[src/rtl/rpu_pkg.sv]
package rpu_pkg;

    // Bus and datapath sizes.
    localparam int ADDR_W = 8;
    localparam int WORD_W = 32;
    localparam int PIX_W = 24;
    localparam int COORD_W = 11;
    localparam int PWM_W = 16;
    localparam int FIFO_D = 4;

    // Register indices; the byte offset is four times the index.
    localparam int NREG = 10;
    localparam int NREG_RW = 9;
    localparam logic [3:0] IDX_CTRL = 4'h0;
    localparam logic [3:0] IDX_SCRN = 4'h1;
    localparam logic [3:0] IDX_PWM_PER = 4'h2;
    localparam logic [3:0] IDX_PWM_DUTY = 4'h3;
    localparam logic [3:0] IDX_CUR_BASE = 4'h4;
    localparam logic [3:0] IDX_CUR_COL1 = 4'h5;
    localparam logic [3:0] IDX_CUR_COL2 = 4'h6;
    localparam logic [3:0] IDX_CUR_POS = 4'h7;
    localparam logic [3:0] IDX_CUR_SIZE = 4'h8;
    localparam logic [3:0] IDX_STATUS = 4'h9;

    // Field positions.
    localparam int CTRL_DEPTH_LSB = 0;
    localparam int CTRL_CUR_EN = 4;
    localparam int CTRL_FSYNC = 5;
    localparam int CTRL_DUAL_SCAN_ENABLE = 6;
    localparam int CTRL_RUN = 7;
    localparam int XY_Y_LSB = 16;
    localparam int SIZE_H_LSB = 8;

    // Values after reset: 8 bpp stopped, 1280 by 1024, 64 by 64 cursor.
    localparam logic [WORD_W-1:0] REG_RST [0:NREG_RW-1] = '{
        32'h0000_0002, 32'h0400_0500, 32'h0000_00FF, 32'h0000_0080,
        32'h0000_0000, 32'h0000_0000, 32'h00FF_FFFF, 32'h0000_0000,
        32'h0000_4040};

    // Pixel depth select codes.
    localparam logic [2:0] DEPTH_1 = 3'h0;
    localparam logic [2:0] DEPTH_4 = 3'h1;
    localparam logic [2:0] DEPTH_8 = 3'h2;
    localparam logic [2:0] DEPTH_16 = 3'h3;
    localparam logic [2:0] DEPTH_24P = 3'h4;
    localparam logic [2:0] DEPTH_32 = 3'h5;

    // Cursor pixel codes and the largest cursor side.
    localparam logic [1:0] CUR_CLEAR = 2'h0;
    localparam logic [1:0] CUR_INVERT = 2'h1;
    localparam logic [1:0] CUR_COLOUR1 = 2'h2;
    localparam logic [1:0] CUR_COLOUR2 = 2'h3;
    localparam logic [6:0] CUR_MAX = 7'h40;

    // Bus responses.
    localparam logic [1:0] RESP_OKAY = 2'h0;
    localparam logic [1:0] RESP_SLVERR = 2'h2;
endpackage : rpu_pkg

[src/rtl/rpu_top.sv]
// Implementation choices: the placing of the registers and the AXI4-Lite interface to the registers.
`timescale 1ns/1ps
module rpu_top (
    input wire logic aclk,
    input wire logic aresetn,
    input wire logic [rpu_pkg::ADDR_W-1:0] awaddr,
    input wire logic awvalid,
    output logic awready,
    input wire logic [rpu_pkg::WORD_W-1:0] wdata,
    input wire logic [3:0] wstrb,
    input wire logic wvalid,
    output logic wready,
    output logic [1:0] bresp,
    output logic bvalid,
    input wire logic bready,
    input wire logic [rpu_pkg::ADDR_W-1:0] araddr,
    input wire logic arvalid,
    output logic arready,
    output logic [rpu_pkg::WORD_W-1:0] rdata,
    output logic [1:0] rresp,
    output logic rvalid,
    input wire logic rready,
    input wire logic [rpu_pkg::WORD_W-1:0] word_data,
    input wire logic word_valid,
    output logic word_ready,
    input wire logic frame_start,
    output logic [rpu_pkg::PIX_W-1:0] pix_data,
    output logic pix_valid,
    input wire logic pix_ready,
    output logic [rpu_pkg::WORD_W-1:0] cur_rd_addr,
    input wire logic [rpu_pkg::WORD_W-1:0] cur_rd_data,
    output logic bright,
    output logic dual_scan_enable
);
    import rpu_pkg::*;

    logic aw_got_ff, nxt_aw_got, w_got_ff, nxt_w_got;
    logic [ADDR_W-1:0] waddr_ff, nxt_waddr;
    logic [WORD_W-1:0] wdata_ff, nxt_wdata, rdata_ff, nxt_rdata, rd_word;
    logic [3:0] wstrb_ff, nxt_wstrb, wr_idx, rd_idx;
    logic bvalid_ff, nxt_bvalid, rvalid_ff, nxt_rvalid;
    logic [1:0] bresp_ff, nxt_bresp, rresp_ff, nxt_rresp;
    logic wr_go, wr_ok, rd_ok;
    logic [WORD_W-1:0] regs_ff [0:NREG_RW-1];
    logic [WORD_W-1:0] nxt_regs [0:NREG_RW-1];

    // Write address and data are taken in either order, then answered.
    assign awready = !aw_got_ff && !bvalid_ff;
    assign wready = !w_got_ff && !bvalid_ff;
    assign arready = !rvalid_ff;
    assign bvalid = bvalid_ff;
    assign bresp = bresp_ff;
    assign rvalid = rvalid_ff;
    assign rdata = rdata_ff;
    assign rresp = rresp_ff;
    assign wr_go = aw_got_ff && w_got_ff && !bvalid_ff;
    assign wr_idx = waddr_ff[5:2];
    assign rd_idx = araddr[5:2];
    assign wr_ok = waddr_ff[ADDR_W-1:6] == '0 && wr_idx < 4'(NREG_RW);
    assign rd_ok = araddr[ADDR_W-1:6] == '0 && rd_idx < 4'(NREG);

    logic [2:0] depth;
    logic cur_en, fsync, run;
    logic [COORD_W-1:0] scr_w, scr_h, cur_x, cur_y, x_ff, y_ff;
    logic [6:0] cw, ch;
    logic [PWM_W-1:0] pwm_per, pwm_duty;

    // Read data mux; the status word shows the live pixel position.
    always_comb begin
        rd_word = '0;
        if (rd_idx == IDX_STATUS) begin
            rd_word = {5'h00, y_ff, 5'h00, x_ff};
        end else if (rd_idx < 4'(NREG_RW)) begin
            rd_word = regs_ff[rd_idx];
        end
    end

    // Bus handshake next state; unmapped or read-only writes get SLVERR.
    always_comb begin
        nxt_aw_got = aw_got_ff;
        nxt_w_got = w_got_ff;
        nxt_waddr = waddr_ff;
        nxt_wdata = wdata_ff;
        nxt_wstrb = wstrb_ff;
        nxt_bvalid = bvalid_ff;
        nxt_bresp = bresp_ff;
        nxt_rvalid = rvalid_ff;
        nxt_rdata = rdata_ff;
        nxt_rresp = rresp_ff;
        if (awvalid && awready) begin
            nxt_aw_got = 1'b1;
            nxt_waddr = awaddr;
        end
        if (wvalid && wready) begin
            nxt_w_got = 1'b1;
            nxt_wdata = wdata;
            nxt_wstrb = wstrb;
        end
        if (wr_go) begin
            nxt_aw_got = 1'b0;
            nxt_w_got = 1'b0;
            nxt_bvalid = 1'b1;
            nxt_bresp = wr_ok ? RESP_OKAY : RESP_SLVERR;
        end else if (bvalid_ff && bready) begin
            nxt_bvalid = 1'b0;
        end
        if (arvalid && arready) begin
            nxt_rvalid = 1'b1;
            nxt_rdata = rd_ok ? rd_word : '0;
            nxt_rresp = rd_ok ? RESP_OKAY : RESP_SLVERR;
        end else if (rvalid_ff && rready) begin
            nxt_rvalid = 1'b0;
        end
    end

    // Register file write with byte strobes.
    always_comb begin
        nxt_regs = regs_ff;
        if (wr_go && wr_ok) begin
            for (int b = 0; b < 4; b++) begin
                if (wstrb_ff[b]) begin
                    nxt_regs[wr_idx][b*8 +: 8] = wdata_ff[b*8 +: 8];
                end
            end
        end
    end

    // Bus and register state.
    always_ff @(posedge aclk) begin
        if (!aresetn) begin
            aw_got_ff <= 1'b0;
            w_got_ff <= 1'b0;
            waddr_ff <= '0;
            wdata_ff <= '0;
            wstrb_ff <= '0;
            bvalid_ff <= 1'b0;
            bresp_ff <= RESP_OKAY;
            rvalid_ff <= 1'b0;
            rdata_ff <= '0;
            rresp_ff <= RESP_OKAY;
            regs_ff <= REG_RST;
        end else begin
            aw_got_ff <= nxt_aw_got;
            w_got_ff <= nxt_w_got;
            waddr_ff <= nxt_waddr;
            wdata_ff <= nxt_wdata;
            wstrb_ff <= nxt_wstrb;
            bvalid_ff <= nxt_bvalid;
            bresp_ff <= nxt_bresp;
            rvalid_ff <= nxt_rvalid;
            rdata_ff <= nxt_rdata;
            rresp_ff <= nxt_rresp;
            regs_ff <= nxt_regs;
        end
    end

    // Register fields; the screen size reaches 2047 by 2047.
    assign depth = regs_ff[IDX_CTRL][CTRL_DEPTH_LSB +: 3];
    assign cur_en = regs_ff[IDX_CTRL][CTRL_CUR_EN];
    assign fsync = regs_ff[IDX_CTRL][CTRL_FSYNC];
    assign run = regs_ff[IDX_CTRL][CTRL_RUN];
    assign dual_scan_enable = regs_ff[IDX_CTRL][CTRL_DUAL_SCAN_ENABLE];
    assign scr_w = regs_ff[IDX_SCRN][0 +: COORD_W];
    assign scr_h = regs_ff[IDX_SCRN][XY_Y_LSB +: COORD_W];
    assign pwm_per = regs_ff[IDX_PWM_PER][PWM_W-1:0];
    assign pwm_duty = regs_ff[IDX_PWM_DUTY][PWM_W-1:0];
    assign cur_x = regs_ff[IDX_CUR_POS][0 +: COORD_W];
    assign cur_y = regs_ff[IDX_CUR_POS][XY_Y_LSB +: COORD_W];

    // Cursor sides beyond 64 are held at 64.
    always_comb begin
        cw = regs_ff[IDX_CUR_SIZE][0 +: 7];
        ch = regs_ff[IDX_CUR_SIZE][SIZE_H_LSB +: 7];
        if (cw > CUR_MAX) cw = CUR_MAX;
        if (ch > CUR_MAX) ch = CUR_MAX;
    end

    logic [WORD_W-1:0] fifo_data, w, cur_ff, nxt_cur;
    logic fifo_valid, fifo_ready, need_pop, adv, last, in_cur;
    logic [4:0] sub_ff, nxt_sub, bi;
    logic [PIX_W-1:0] raw, fin, pd_ff, nxt_pd;
    logic [15:0] hw;
    logic pv_ff, nxt_pv;
    logic [COORD_W-1:0] nxt_x, nxt_y, dx, dy;
    logic [1:0] code;

    // Four-word buffer between the fetch path and the unpacker.
    rpu_fifo #(.W(WORD_W), .D(FIFO_D)) u_fifo (
        .aclk(aclk),
        .aresetn(aresetn),
        .in_data(word_data),
        .in_valid(word_valid),
        .in_ready(word_ready),
        .out_data(fifo_data),
        .out_valid(fifo_valid),
        .out_ready(fifo_ready)
    );

    assign w = need_pop ? fifo_data : cur_ff;
    assign adv = run && (!pv_ff || pix_ready) && (!need_pop || fifo_valid);
    assign fifo_ready = adv && need_pop;
    assign pix_valid = pv_ff;
    assign pix_data = pd_ff;
    assign bi = {sub_ff[4:3], ~sub_ff[2:0]};
    assign hw = sub_ff[0] ? w[31:16] : w[15:0];

    // Pixel selection per depth; a new word is drawn at step 0, or at steps 0 to 2 for packed 24 bpp.
    always_comb begin
        need_pop = sub_ff == 5'h00;
        last = 1'b1;
        raw = w[23:0];
        case (depth)
            DEPTH_1: begin
                last = sub_ff == 5'h1F;
                raw = {23'h000000, w[bi]};
            end
            DEPTH_4: begin
                last = sub_ff == 5'h07;
                raw = {20'h00000, w[{sub_ff[2:1], ~sub_ff[0], 2'h0} +: 4]};
            end
            DEPTH_8: begin
                last = sub_ff == 5'h03;
                raw = {16'h0000, w[{sub_ff[1:0], 3'h0} +: 8]};
            end
            DEPTH_16: begin
                last = sub_ff == 5'h01;
                raw = {hw[15:11], 3'h0, hw[10:5], 2'h0, hw[4:0], 3'h0};
            end
            DEPTH_24P: begin
                need_pop = sub_ff != 5'h03;
                last = sub_ff == 5'h03;
                case (sub_ff[1:0])
                    2'h0: raw = w[23:0];
                    2'h1: raw = {w[15:0], cur_ff[31:24]};
                    2'h2: raw = {w[7:0], cur_ff[31:16]};
                    default: raw = cur_ff[31:8];
                endcase
            end
            default: raw = w[23:0];
        endcase
    end

    // Cursor window with right and bottom clipping, and its bitmap word.
    assign dx = x_ff - cur_x;
    assign dy = y_ff - cur_y;
    assign in_cur = cur_en && x_ff >= cur_x && y_ff >= cur_y
        && dx < {4'h0, cw} && dy < {4'h0, ch}
        && x_ff < scr_w && y_ff < scr_h;
    assign cur_rd_addr = {regs_ff[IDX_CUR_BASE][31:2], 2'h0}
        + {22'h000000, dy[5:0], dx[5:4], 2'h0};
    assign code = cur_rd_data[{dx[3:0], 1'b0} +: 2];

    // Overlay of the cursor onto the unpacked pixel.
    always_comb begin
        fin = raw;
        if (in_cur) begin
            case (code)
                CUR_INVERT: fin = ~raw;
                CUR_COLOUR1: fin = regs_ff[IDX_CUR_COL1][PIX_W-1:0];
                CUR_COLOUR2: fin = regs_ff[IDX_CUR_COL2][PIX_W-1:0];
                default: fin = raw;
            endcase
        end
    end

    // Pixel stage, step counter and raster position.
    always_comb begin
        nxt_pv = pv_ff;
        nxt_pd = pd_ff;
        nxt_sub = sub_ff;
        nxt_cur = cur_ff;
        nxt_x = x_ff;
        nxt_y = y_ff;
        if (pv_ff && pix_ready) nxt_pv = 1'b0;
        if (adv) begin
            nxt_pv = 1'b1;
            nxt_pd = fin;
            nxt_sub = last ? 5'h00 : sub_ff + 5'h01;
            if (need_pop) nxt_cur = fifo_data;
            if ({1'b0, x_ff} + 12'h001 >= {1'b0, scr_w}) begin
                nxt_x = '0;
                nxt_y = ({1'b0, y_ff} + 12'h001 >= {1'b0, scr_h}) ?
                    '0 : y_ff + 11'h001;
            end else begin
                nxt_x = x_ff + 11'h001;
            end
        end
        if (frame_start) begin
            nxt_sub = 5'h00;
            nxt_x = '0;
            nxt_y = '0;
        end
    end

    always_ff @(posedge aclk) begin
        if (!aresetn) begin
            pv_ff <= 1'b0;
            pd_ff <= '0;
            sub_ff <= '0;
            cur_ff <= '0;
            x_ff <= '0;
            y_ff <= '0;
        end else begin
            pv_ff <= nxt_pv;
            pd_ff <= nxt_pd;
            sub_ff <= nxt_sub;
            cur_ff <= nxt_cur;
            x_ff <= nxt_x;
            y_ff <= nxt_y;
        end
    end

    logic [PWM_W-1:0] pcnt_ff, nxt_pcnt;
    logic bright_ff, nxt_bright;

    // Brightness counter, optionally restarted by each frame start.
    always_comb begin
        if ((fsync && frame_start)
            || {1'b0, pcnt_ff} + 17'h00001 >= {1'b0, pwm_per}) begin
            nxt_pcnt = '0;
        end else begin
            nxt_pcnt = pcnt_ff + 16'h0001;
        end
        nxt_bright = nxt_pcnt < pwm_duty;
    end

    always_ff @(posedge aclk) begin
        if (!aresetn) begin
            pcnt_ff <= '0;
            bright_ff <= 1'b0;
        end else begin
            pcnt_ff <= nxt_pcnt;
            bright_ff <= nxt_bright;
        end
    end
    assign bright = bright_ff;

    // Checks on unpacking, cursor, brightness timing and the line wrap at the right edge.
    AST_PWM_SYNC: assert property (@(posedge aclk) disable iff (!aresetn)
        fsync && frame_start |=> pcnt_ff == '0 && bright_ff == (pwm_duty != '0))
        else $error("brightness counter not restarted at frame start");
    AST_PWM_DUTY: assert property (@(posedge aclk) disable iff (!aresetn)
        $past(aresetn) && $stable(pwm_duty) // Reset leaves the level low.
        |-> bright_ff == (pcnt_ff < pwm_duty))
        else $error("brightness level does not match duty");
    AST_DEPTH32: assert property (@(posedge aclk) disable iff (!aresetn)
        adv && depth == DEPTH_32 && !in_cur |=> pd_ff == $past(fifo_data[23:0]))
        else $error("32 bpp pixel wrong");
    AST_DEPTH16_HI: assert property (@(posedge aclk) disable iff (!aresetn)
        adv && depth == DEPTH_16 && sub_ff == 5'h01 && !in_cur
        |=> pd_ff[23:19] == $past(cur_ff[31:27]) && sub_ff == 5'h00)
        else $error("16 bpp second pixel wrong");
    AST_DEPTH24_P3: assert property (@(posedge aclk) disable iff (!aresetn)
        adv && depth == DEPTH_24P && sub_ff == 5'h03 && !in_cur
        |=> pd_ff == $past(cur_ff[31:8]) && !$past(fifo_ready))
        else $error("24 bpp fourth pixel wrong");
    AST_DEPTH1_FIRST: assert property (@(posedge aclk) disable iff (!aresetn)
        adv && depth == DEPTH_1 && sub_ff == 5'h00 && !in_cur
        |=> pd_ff[0] == $past(fifo_data[7]))
        else $error("1 bpp first pixel not the top bit");
    AST_DEPTH8_STEP: assert property (@(posedge aclk) disable iff (!aresetn)
        adv && depth == DEPTH_8 && sub_ff == 5'h03 && !frame_start
        |=> sub_ff == 5'h00)
        else $error("8 bpp does not take a new word after four pixels");
    AST_CUR_COLOUR1: assert property (@(posedge aclk) disable iff (!aresetn)
        adv && in_cur && code == CUR_COLOUR1
        |=> pd_ff == $past(regs_ff[IDX_CUR_COL1][PIX_W-1:0]))
        else $error("cursor colour 1 not shown");
    AST_RIGHT_EDGE: assert property (@(posedge aclk) disable iff (!aresetn)
        adv && !frame_start && x_ff == scr_w - 11'h001 && $stable(scr_w)
        |=> x_ff == '0)
        else $error("line does not wrap at the right edge");
endmodule : rpu_top

[src/rtl/rpu_fifo.sv]
`timescale 1ns/1ps
module rpu_fifo #(
    parameter int W = 32,
    parameter int D = 4
) (
    input wire logic aclk,
    input wire logic aresetn,
    input wire logic [W-1:0] in_data,
    input wire logic in_valid,
    output logic in_ready,
    output logic [W-1:0] out_data,
    output logic out_valid,
    input wire logic out_ready
);
    localparam int AW = $clog2(D);
    localparam logic [AW-1:0] PTR_LAST = AW'(D - 1);
    localparam logic [AW:0] CNT_FULL = (AW + 1)'(D);

    logic [W-1:0] mem_ff [0:D-1];
    logic [W-1:0] nxt_mem [0:D-1];
    logic [AW-1:0] wp_ff, nxt_wp, rp_ff, nxt_rp;
    logic [AW:0] cnt_ff, nxt_cnt;
    logic push, pop;

    // Full and empty come straight from the occupancy count.
    assign in_ready = cnt_ff != CNT_FULL;
    assign out_valid = cnt_ff != '0;
    assign out_data = mem_ff[rp_ff];
    assign push = in_valid && in_ready;
    assign pop = out_valid && out_ready;

    // Pointers wrap at the depth, and the count follows both ends.
    always_comb begin
        nxt_mem = mem_ff;
        nxt_wp = wp_ff;
        nxt_rp = rp_ff;
        nxt_cnt = cnt_ff;
        if (push) begin
            nxt_mem[wp_ff] = in_data;
            nxt_wp = (wp_ff == PTR_LAST) ? '0 : wp_ff + 1'b1;
        end
        if (pop) begin
            nxt_rp = (rp_ff == PTR_LAST) ? '0 : rp_ff + 1'b1;
        end
        if (push && !pop) begin
            nxt_cnt = cnt_ff + 1'b1;
        end else if (pop && !push) begin
            nxt_cnt = cnt_ff - 1'b1;
        end
    end

    // State registers.
    always_ff @(posedge aclk) begin
        if (!aresetn) begin
            wp_ff <= '0;
            rp_ff <= '0;
            cnt_ff <= '0;
        end else begin
            wp_ff <= nxt_wp;
            rp_ff <= nxt_rp;
            cnt_ff <= nxt_cnt;
        end
        mem_ff <= nxt_mem;
    end
endmodule : rpu_fifo

[config.mk]
export PLATFORM = sky130hd
export DESIGN_NAME = rpu_top
export DESIGN_NICKNAME = d
export VERILOG_FILES = /design/src/rtl/rpu_pkg.sv /design/src/rtl/rpu_top.sv /design/src/rtl/rpu_fifo.sv
export SDC_FILE = /design/constraint.sdc
export NUM_CORES = 2
export LEC_CHECK = 0
export CORE_MARGIN = 2
export CORE_UTILIZATION = 65
export DETAILED_ROUTE_END_ITERATION = 6
export DONT_BUFFER_PORTS = 1
export GPL_TIMING_DRIVEN = 0
export PLACE_DENSITY_LB_ADDON = 0.12
export SYNTH_ARGS = -nofsm -noshare
export SYNTH_HDL_FRONTEND = slang
export SYNTH_SLANG_ARGS = --single-unit
[constraint.sdc]
create_clock -name aclk -period 4.81 [get_ports aclk]
set_input_delay 0.2405 -clock aclk [delete_from_list [all_inputs] [get_ports aclk]]
set_output_delay 0.2405 -clock aclk [all_outputs]
set_load 0.1 [all_outputs]
==> results.sh <==
export IMPL_outcome="finished with violations"
export IMPL_violations="DRC, setup timing"
export IMPL_dp_hpwl_um=89900
export IMPL_port_buffers=0
export IMPL_insertion_delay_ps=630
export IMPL_nets=3748
export IMPL_cellLeakagePower_uw=0.0142
export IMPL_fin_tns_setup_ps=-4410
export IMPL_ys_types=101
export IMPL_synth_area_um2=32300
export IMPL_ant_nets=0
export IMPL_cts_tree="done"
export IMPL_post_route_period_util_pct=106
export IMPL_ys_ff_latch=604
export IMPL_fill_cells=3010
export IMPL_syn_area_per_cell_um2=9.80
export IMPL_synthTopCellsByArea="dfxtp_1, edfxtp_1, mux2i_1"
export IMPL_overflow=0
export IMPL_holdCritPathClass="input pin to flip-flop"
export IMPL_first_iter_violations=4631
export IMPL_num_vias=30300
export IMPL_fin_ws_ps=-297
export IMPL_synth_edff_count=128
export IMPL_die_h_um=227
export IMPL_max_slew_margin_pct=4.69
export IMPL_die_x_um=227
export IMPL_worst_slew_pin_slew_ps=1390
export IMPL_core_area_um2=49000
export IMPL_fmax_ghz=0.196
export IMPL_grt_pass1_wl_um=188000
export IMPL_grt_usage_pct=50.0
export IMPL_synth_area_leader_cell="dfxtp_1"
export IMPL_cts_max_level=3
export IMPL_cap_violations=0
export IMPL_startpoint_type="flip-flop"
export IMPL_drv_slew=0
export IMPL_antenna_found_initial=5
export IMPL_cts_sinks=604
export IMPL_ir_drop_mv=0.407
export IMPL_drc=9
export IMPL_synthFlopType="dfxtp_1"
export IMPL_dp_slack_ps=-958
export IMPL_criticalPathCategory="flip-flop to output pin"
export IMPL_place_gp_congestion=1.04
export IMPL_path_clk_slew_ps=60
export IMPL_final_hold_viol_count=0
export IMPL_synth_seq_area_share_pct=41.5
export IMPL_numCtsBuffers=66
export IMPL_period_needed_ps=5110
export IMPL_setup_viol=28
export IMPL_start_util_pct=65.9
export IMPL_fin_worst_skew_ps=23.3
export IMPL_grt_start_max_net_pins=33
export IMPL_cts_buffer_depth=3
export IMPL_rows=81
export IMPL_drive_gt1_share_pct=14.0
export IMPL_fin_total_pwr_uw=11900
export IMPL_arrival_ps=4870
export IMPL_placed_area_um2=33400
export IMPL_vias_per_cell=7.19
export IMPL_root_buffer="clkbuf_16"
export IMPL_wl_um=132000
export IMPL_cp_required_ps=4570
export IMPL_synthArstFlopShare_pct=0
export IMPL_end_kind="output pin"
export IMPL_io_pins=227
export IMPL_power_density_nw_per_um2=315
export IMPL_hold_slack_ps=118
export IMPL_synth_top_cell_area_share_pct=29.5
export IMPL_die_area_um2=51400
export IMPL_synth_cells=3291
export IMPL_areaGrowthSynthToFinish_pct=16.6
export IMPL_dr_pass1_iters=7
export IMPL_yosysWarnings=0
export IMPL_wl_per_cell_um=31.2
export IMPL_cp_max_fo=5
export IMPL_rsz0062_at_grt="yes"
export IMPL_grt_pass1_vias=29800
export IMPL_stdcell_area_um2=37600
[critical path, cell delays in order (launching register included)]
cell and delay, ps:
dfxtp_4 370, inv_4 70, ha_4 130, inv_2 30
fa_2 330, a21o_1 190, a21oi_2 220, xnor2_2 110
ha_2 200, fa_2 410, a21o_1 180, a21oi_2 210
o21bai_1 130, a21oi_2 210, o21bai_2 120, a21oi_4 250
nor2_4 150, and4_4 260, xor2_4 660
[power breakdown]
part           internal [µW]  switching (µW)  total (µW)
sequential              5290            84.2        5370
clock                   3140            2260        5400
combinational            335             754        1090
total                   8770            3090       11900
[layout make-up]
cell class | instances | area [µm²] | share of cell area (%)
sequential | 604 | 13400 | 35.6
timing repair buffer | 125 | 1200 | 3.18
multi-input combinational | 2333 | 18400 | 48.8
inverter | 128 | 492 | 1.31
clock buffer | 90 | 1920 | 5.09
clock inverter | 29 | 354 | 0.942
antenna | 7 | 17.5 | 0.0466
tap | 664 | 831 | 2.21
buffer | 230 | 1040 | 2.77
[path summary, 6_finish.rpt]
kind | startpoint | depth (start not counted) | slack [ps] | end
max | x_ff[0] | 18 | -300 | cur_rd_addr[26]
min | frame_start | 2 | 120 | x_ff[0]
max reg2reg | sub_ff[1] | 14 | -70 | pix_data[16]
min reg2reg | regs_ff[92] | 2 | 490 | regs_ff[92]
[cells in the mapped netlist, drive strengths merged (9+ instances only)]
master     n
a2111oi    9
a211oi    40
a21o      22
a21oi    140
a221oi    12
a222oi     9
a22o      15
a22oi     56
a31oi     13
a32o      10
and3      23
buf       80
clkbuf   150
dfxtp    476
edfxtp   128
ha       130
inv      126
mux2      10
mux2i    329
mux4     125
nand2    305
nand2b    26
nand3     71
nand4     14
nor2     446
nor2b     21
nor3      63
nor4      15
o211ai    30
o21a      33
o21ai    119
or2        9
or3       14
xnor2     33
xor2      40
[layout by cell type, fill, tap and decap left out, types with 17 or more instances in the layout]
master	Yosys	final
dfxtp_1	476	468
o211ai_1	29	29
clkbuf_1	150	153
edfxtp_1	128	128
dlygate4sd3_1	0	79
and3_1	23	18
o21a_1	33	33
nor2_1	428	424
clkbuf_16	0	69
nand2b_1	26	26
a21oi_1	140	131
buf_1	45	46
nor3_1	63	53
nand3_1	70	65
a211oi_1	38	36
ha_1	130	124
a21o_1	22	22
inv_1	124	120
nand2_1	305	303
nor2b_1	21	20
a22oi_1	55	54
buf_4	9	51
mux2i_1	325	323
mux4_2	124	124
o21ai_0	116	114
xnor2_1	33	21
nor2_2	18	21
xor2_4	1	17
[kinds of logic after synthesis]
family	after synthesis	synth area share, %
buffers and inverters	358	4.53
AOI/OAI and AO/OA	604	12.8
and+or+nand+nor	1053	14.6
xor gates and xnor gates	73	2.04
adders and majority gates	134	5.29
DFF	604	41.5
muxes	464	19.4
other	1	0.0116
[stage by stage]
step / std cells / util (%)
floorplan: 3294 / -
global placement: 3958 / 67.9
detailed placement: 3963 / 68.2
CTS: 4183 / 75.8
global route: 4204 / 76.8
finish: 4210 / 76.8
[repair_timing]
action | CTS | global route
hold buffers | 79 | 0
gates resized for setup | 97 | 81
setup buffers | 20 | 21
cloned | 2 | 0
endpoints found under the setup margin | 112 | 74
pin swaps | 24 | 59
hold endpoints to repair | 174 | 0
[per-layer routing]
metal	vias to the layer above	wire length, µm	global-route usage (%)
met2	2857	56600	76.1
met5	-	48	0.587
met3	896	18600	18.7
li1	12300	-	-
met4	4	13300	40.3
met1	14200	42900	56.2
[flip-flops by register name (all words and copies together) (netlist names), 24 cells and up]
name,cells
wdata_ff,32
cur_ff,32
regs_ff,228
u_fifo.mem_ff,128
rdata,32
pix_data,24
(Power assumes the default switching activity.)
